==> config.mk <==
export PLATFORM = sky130hd
export DESIGN_NAME = fault_status_flag_bank
export DESIGN_NICKNAME = d
export VERILOG_FILES = /design/src/fault_flag_pkg.sv /design/src/fault_status_flag_bank.sv
export SDC_FILE = /design/constraint.sdc
export NUM_CORES = 1
export LEC_CHECK = 0
export BUFFER_PORTS_ARGS = -buffer_cell sky130_fd_sc_hd__buf_4
export CAP_MARGIN = 20
export CORE_ASPECT_RATIO = 0.9
export CORE_UTILIZATION = 50
export CTS_BUF_LIST = sky130_fd_sc_hd__clkbuf_4 sky130_fd_sc_hd__clkbuf_8
export DETAILED_ROUTE_END_ITERATION = 6
export GPL_ROUTABILITY_DRIVEN = 0
export GPL_TIMING_DRIVEN = 0
export HOLD_SLACK_MARGIN = 0.06
export PLACE_DENSITY = 0.79
export SKIP_LAST_GASP = 1
export SLEW_MARGIN = 20
export SYNTH_ARGS = -nofsm -noshare
export SYNTH_HDL_FRONTEND = slang
export SYNTH_SLANG_ARGS = --single-unit
==> constraint.sdc <==
create_clock -name core_clk_i -period 1.6 [get_ports core_clk_i]
set_input_delay 0.32 -clock core_clk_i [delete_from_list [all_inputs] [get_ports core_clk_i]]
set_output_delay 0.32 -clock core_clk_i [all_outputs]
set_load 0.02 [all_outputs]
==> src/fault_flag_pkg.sv <==
// Constants, field positions and carrier types for the fault status flag bank.
// Assumes a byte-wide register port from the management bus logic on core_clk_i.
package fault_flag_pkg;

	// Register addresses on the management bus
	localparam logic [7:0] addr_oc_thermal   = 8'hd5;
	localparam logic [7:0] addr_serious_oc   = 8'hd6;
	localparam logic [7:0] addr_bus_limit    = 8'hd7;

	// Reset value shared by all flag registers
	localparam logic [7:0] flag_reset_value  = 8'h00;

	// Field positions
	localparam int thermal_bit               = 7;
	localparam int cont_oc2_bit              = 2;
	localparam int cont_noc_bit              = 4;
	localparam int lv_out_ov_bit             = 0;
	localparam int lv_out_uv_bit             = 1;
	localparam int lv_in_ov_bit              = 2;
	localparam int lv_in_uv_bit              = 3;
	localparam int hv_out_ov_bit             = 4;
	localparam int hv_out_uv_bit             = 5;
	localparam int hv_in_ov_bit              = 6;
	localparam int hv_in_uv_bit              = 7;

	// Writable masks; reserved bits never store
	localparam logic [7:0] oc_thermal_mask   = 8'h80;
	localparam logic [7:0] serious_oc_mask   = 8'h14;
	localparam logic [7:0] bus_limit_mask    = 8'hff;

	// Persistence: a condition must stand more than this many cycles
	localparam int          persist_cycles   = 3;
	localparam logic [2:0]  persist_limit    = 3'(persist_cycles + 1);

	// Voltage limit comparator results from the analog front end
	typedef struct packed {
		logic lv_ov;      // Low-voltage bus above protection limit
		logic lv_uv;      // Low-voltage bus below protection limit
		logic hv_ov;      // High-voltage bus above protection limit
		logic hv_uv;      // High-voltage bus below protection limit
	} bus_limit_t;

	// Register access strobe group
	typedef struct packed {
		logic       wr;   // One-cycle write strobe
		logic       rd;   // One-cycle read strobe
		logic [7:0] addr; // Register address
		logic [7:0] data; // Write data
	} reg_req_t;

endpackage : fault_flag_pkg

==> src/fault_status_flag_bank.sv <==
// Fault status flag bank: thermal flag, serious overcurrent and bus limit flags.
// Assumes fault comparator inputs are asynchronous and that the management bus
// decoder presents one-cycle read/write strobes on core_clk_i.
`timescale 1ns/1ns
`default_nettype none
module fault_status_flag_bank
	import fault_flag_pkg::*;
(
	// Clock and reset
	input  wire logic       core_clk_i,
	input  wire logic       reset_n_i,
	// Analog comparator results (asynchronous)
	input  wire logic       over_temp_i,
	input  wire logic       second_level_overcurrent_i,
	input  wire logic       negative_overcurrent_i,
	input  wire logic       step_up_mode_i,
	input  wire bus_limit_t bus_limit_i,
	// Register port
	input  wire reg_req_t   reg_req_i,
	output logic [7:0]      rd_data_o,
	output logic            rd_valid_o,
	// Power stage control
	output logic            switch_off_o,
	// Flag images
	output logic [7:0]      oc_thermal_o,
	output logic [7:0]      serious_oc_o,
	output logic [7:0]      bus_limit_o
);

	// Two-stage synchronisers for all asynchronous inputs
	logic [7:0] sync_a;               // First stage, read only by second stage
	logic [7:0] sync_b;               // Second stage, used by logic
	logic       temp_s;               // Synced over-temperature
	logic       oc2_s;                // Synced second-level overcurrent
	logic       noc_s;                // Synced negative overcurrent
	logic       up_s;                 // Synced step-up mode
	bus_limit_t lim_s;                // Synced bus limits

	logic [2:0] oc2_run;              // Consecutive cycles of overcurrent
	logic [2:0] noc_run;              // Consecutive cycles of negative overcurrent
	logic [7:0] oc_thermal;           // Thermal flag register
	logic [7:0] serious_oc;           // Serious overcurrent register
	logic [7:0] bus_limit;            // Bus limit register
	logic [7:0] next_oc_set;          // Hardware set terms
	logic [7:0] next_sc_set;
	logic [7:0] next_bl_set;

	// Saturating run counter step
	function automatic logic [2:0] run_step(input logic level, input logic [2:0] cnt);
		if (!level) begin
			return 3'h0;
		end
		return (cnt == persist_limit) ? cnt : 3'(cnt + 3'h1);
	endfunction : run_step

	// Sticky update: set wins over a written clear, reserved bits stay zero
	function automatic logic [7:0] sticky(input logic [7:0] cur, input logic [7:0] set,
		input logic [7:0] mask, input logic wr, input logic [7:0] wdata);
		logic [7:0] kept;
		kept = wr ? (cur & wdata) : cur;
		return (kept | set) & mask;
	endfunction : sticky

	assign temp_s = sync_b[0];
	assign oc2_s  = sync_b[1];
	assign noc_s  = sync_b[2];
	assign up_s   = sync_b[3];
	assign lim_s  = bus_limit_t'(sync_b[7:4]);

	// Synchroniser flops
	always_ff @(posedge core_clk_i) begin
		if (!reset_n_i) begin
			sync_a <= 8'h00;
			sync_b <= 8'h00;
		end else begin
			sync_a <= {bus_limit_i, step_up_mode_i, negative_overcurrent_i,
				second_level_overcurrent_i, over_temp_i};
			sync_b <= sync_a;
		end
	end

	// Persistence counters for the two shutdown faults
	always_ff @(posedge core_clk_i) begin
		if (!reset_n_i) begin
			oc2_run <= 3'h0;
			noc_run <= 3'h0;
		end else begin
			oc2_run <= run_step(oc2_s, oc2_run);
			noc_run <= run_step(noc_s, noc_run);
		end
	end

	// Hardware set terms
	always_comb begin
		next_oc_set = 8'h00;
		next_sc_set = 8'h00;
		next_bl_set = 8'h00;
		next_oc_set[thermal_bit]   = temp_s;
		next_sc_set[cont_oc2_bit]  = (oc2_run == persist_limit);
		next_sc_set[cont_noc_bit]  = (noc_run == persist_limit);
		next_bl_set[lv_out_ov_bit] = !up_s && lim_s.lv_ov;
		next_bl_set[lv_out_uv_bit] = !up_s && lim_s.lv_uv;
		next_bl_set[lv_in_ov_bit]  =  up_s && lim_s.lv_ov;
		next_bl_set[lv_in_uv_bit]  =  up_s && lim_s.lv_uv;
		next_bl_set[hv_out_ov_bit] =  up_s && lim_s.hv_ov;
		next_bl_set[hv_out_uv_bit] =  up_s && lim_s.hv_uv;
		next_bl_set[hv_in_ov_bit]  = !up_s && lim_s.hv_ov;
		next_bl_set[hv_in_uv_bit]  = !up_s && lim_s.hv_uv;
	end

	// Flag registers: sticky until written zero
	always_ff @(posedge core_clk_i) begin
		if (!reset_n_i) begin
			oc_thermal <= flag_reset_value;
			serious_oc <= flag_reset_value;
			bus_limit  <= flag_reset_value;
		end else begin
			oc_thermal <= sticky(oc_thermal, next_oc_set, oc_thermal_mask,
				reg_req_i.wr && reg_req_i.addr == addr_oc_thermal, reg_req_i.data);
			serious_oc <= sticky(serious_oc, next_sc_set, serious_oc_mask,
				reg_req_i.wr && reg_req_i.addr == addr_serious_oc, reg_req_i.data);
			bus_limit  <= sticky(bus_limit, next_bl_set, bus_limit_mask,
				reg_req_i.wr && reg_req_i.addr == addr_bus_limit, reg_req_i.data);
		end
	end

	// Switch shutdown follows the serious overcurrent flags
	always_ff @(posedge core_clk_i) begin
		if (!reset_n_i) begin
			switch_off_o <= 1'b0;
		end else begin
			switch_off_o <= (|next_sc_set) || (|serious_oc);
		end
	end

	// Read path, one cycle after the strobe; unmapped reads give zero
	always_ff @(posedge core_clk_i) begin
		if (!reset_n_i) begin
			rd_data_o  <= 8'h00;
			rd_valid_o <= 1'b0;
		end else begin
			rd_valid_o <= reg_req_i.rd;
			unique case (reg_req_i.addr)
				addr_oc_thermal: rd_data_o <= reg_req_i.rd ? oc_thermal : 8'h00;
				addr_serious_oc: rd_data_o <= reg_req_i.rd ? serious_oc : 8'h00;
				addr_bus_limit:  rd_data_o <= reg_req_i.rd ? bus_limit : 8'h00;
				default:         rd_data_o <= 8'h00;
			endcase
		end
	end

	// Flag images
	always_ff @(posedge core_clk_i) begin
		if (!reset_n_i) begin
			oc_thermal_o <= 8'h00;
			serious_oc_o <= 8'h00;
			bus_limit_o  <= 8'h00;
		end else begin
			oc_thermal_o <= oc_thermal;
			serious_oc_o <= serious_oc;
			bus_limit_o  <= bus_limit;
		end
	end
endmodule : fault_status_flag_bank
`default_nettype wire

==> impl_metrics.py <==
metrics = {
    "power_and_ir_drop": {
        "power_density_nw_per_um2": 937,
        "pwr-share-comb_pct": 8.7,
        "p_int_mw": 1.79,
        "finalPower_mw": 2.31,
        "switching_share_pct": 22.5,
        "p_leak_nw": 1.11,
        "seqPwrFrac_pct": 60.1,
        "switching_power_mw": 0.520,
        "p_clk_share_pct": 31.2,
        "irDropWorstVdd_v": 0.000531,
    },
    "yosys": {
        "ys_ff_latch": 54,
        "ys_types": 27,
        "ys_warn_count": 0,
        "synthCells": 196,
        "syn_area_sq_um": 1930,
        "seq_area_frac_synth_pct": 56.0,
        "syn_avg_cell_area_sq_um": 9.85,
    },
    "route": {
        "vias_per_cell": 4.74,
        "vias": 1460,
        "drc": 0,
        "drt-initial-drc-count": 65,
        "wl_mm": 3.54,
        "dr.pass1.iters": 4,
        "ant_nets": 0,
        "wl_per_cell_um": 11.5,
    },
    "run": {
        "max-cap-violations": 0,
    },
    "floorplanning": {
        "start_util_pct": 52.1,
        "row_count": 21,
        "ios": 62,
        "dieArea_sq_um": 4110,
        "coreArea_sq_um": 3700,
        "die_x_um": 67.5,
        "die_y_um": 61.0,
    },
    "setup_path": {
        "endpoint_kind": "flop",
        "crit_required_ns": 1.78,
        "start_kind": "flop",
        "crit_arrival_ns": 1.37,
        "critPathKind": "reg -> reg",
        "r2r_cells": 5,
        "critPathMaxFanout": 3,
    },
    "timing": {
        "finalHoldViolCount": 0,
        "setup_ws_ns": 0.416,
        "clock_skew_ns": 0.0101,
        "slew_violations": 0,
        "setup_viol": 0,
        "fin_crit_ns": 1.18,
        "rsz0062_at_grt": "no",
        "fin_crit_sh_pct": 74.0,
        "tns_ns": 0,
        "fmax_ghz": 0.845,
        "hold_ws_ns": 0.221,
    },
    "min_path": {
        "hp-class": "in -> reg",
        "hold_depth": 2,
    },
    "finish": {
        "num_antenna_cells": 0,
        "final_cells": 308,
        "final_util_pct": 66.7,
        "syn_to_final_growth_pct": 27.9,
        "drive_gt1_share_pct": 27.9,
        "multi_input_comb_area_sq_um": 742,
        "mostFrequentLayoutCell": "buf_4",
        "final_cell_mix": "buf_4, dfxtp_1, and2_1",
        "finalInstanceArea_sq_um": 2470,
        "finalNetCount": 294,
        "seq_area_sq_um": 1080,
        "nFillCells": 295,
    },
    "clock_tree": {
        "cts_resized": 0,
        "postCtsHoldBufs": 0,
        "root_buffer": "clkbuf_8",
        "cts.sinks": 54,
        "worstSkewPairLatency_ns": 0.30,
        "cts_buffer_depth": 2,
        "cts_tree": "done",
        "numCtsBuffers": 5,
        "ctsHtreeMaxLevel": 2,
        "cts_setup_buffers": 0,
        "clkSlewWorstSetupHoldPaths_ns": 0.09,
    },
    "global_route": {
        "grt_usage_pct": 18.7,
        "overflow": 0,
        "grt_antenna_before_repair": 0,
        "first_global_vias": 1300,
        "grt_max_degree": 16,
        "grt_pass1_wl_mm": 5.54,
    },
    "place": {
        "port_buffers": 47,
        "dp_slack_ns": 0.187,
        "placed_area_sq_um": 2390,
        "place_hpwl_mm": 2.69,
        "place_inst": 301,
    },
    "outcome": {
        "status": "finished clean",
    },
}
kinds of logic after synthesis:
logic type | count (synthesis) | synth area share [%]
muxes | 3 | 1.56
DFF | 54 | 56.0
and+or+nand+nor | 80 | 23.3
other | 1 | 0.194
AOI/OAI and AO/OA | 25 | 7.58
xor gates and xnor gates | 2 | 0.907
buffers and inverters | 27 | 7.91
adders and majority gates | 4 | 2.59
power groups by stage:
stage	registers, mW	clock network, mW	logic (mW)
after floorplan	1.43	0	0.114
after global placement	1.42	0	0.197
after detailed placement	1.42	0	0.201
after CTS	1.39	0.737	0.201
after global routing	1.39	0.811	0.220
final	1.39	0.723	0.201
synth_stat cells:
| cell type | count | area [sq um] |
|---|---|---|
| or3_4 | 1 | 11.3 |
| nand4_1 | 1 | 6.26 |
| nor3_1 | 2 | 10.0 |
| and3_1 | 5 | 31.3 |
| xnor2_1 | 2 | 17.5 |
| a31oi_1 | 3 | 18.8 |
| o21ai_0 | 6 | 30.0 |
| nand4bb_1 | 2 | 22.5 |
| nor4_1 | 3 | 18.8 |
| a21oi_1 | 11 | 55.1 |
| o41ai_1 | 2 | 17.5 |
| dfxtp_1 | 54 | 1080 |
| mux2i_1 | 3 | 30.0 |
| nor3_2 | 3 | 30.0 |
| nand2b_1 | 1 | 6.26 |
| a311oi_1 | 2 | 17.5 |
| nand2_1 | 16 | 60.1 |
| buf_4 | 13 | 97.6 |
| and2_1 | 29 | 181 |
| conb_1 | 1 | 3.75 |
| inv_1 | 8 | 30.0 |
| ha_1 | 4 | 50.1 |
| nor2b_1 | 3 | 18.8 |
| buf_2 | 2 | 10.0 |
| a211oi_1 | 1 | 7.51 |
| nor2_1 | 14 | 52.6 |
| clkbuf_1 | 4 | 15.0 |
final timing paths:
path	from	end	slack (ns)
worst min register to register	sync_a[3]	sync_b[3]	0.44
worst max register to register	noc_run[0]	serious_oc[4]	0.42
worst min-delay path	bus_limit_i[0]	sync_a[4]	0.22
worst max-delay path	noc_run[0]	serious_oc[4]	0.42
sequential cells by signal (all words and copies together), names as in the netlist:
register,flops
serious_oc,2
bus_limit_o,8
serious_oc_o,2
sync_b,8
rd_data_o,8
bus_limit,8
oc2_run,3
rd_valid_o,1
oc_thermal_o,1
noc_run,3
sync_a,8
oc_thermal,1
switch_off_o,1
per-layer routing:
metal / part of all wire, % / GRT usage (%) / wire length (um)
met1: 43 / 21.0 / 1530
met2: 47 / 31.5 / 1650
met3: 7.5 / 6.77 / 266
met4: 2.8 / 9.12 / 98
met5: 0 / 0 / 0
critical path: stages, from the launching register on:
cell and delay [ns]:
dfxtp_1 0.34, inv_1 0.07, ha_1 0.23, and2_1 0.20, o21ai_0 0.18, a31oi_1 0.05
layout make-up:
type	instances	share of cell area, %
buffer	19	4.96
clock buffer	6	3.09
clock inverter	1	0.304
inverter	8	1.22
multi-input combinational	127	30.0
sequential	54	43.8
tap	46	2.33
timing repair buffer	47	14.3
(Power assumes the default switching activity.)
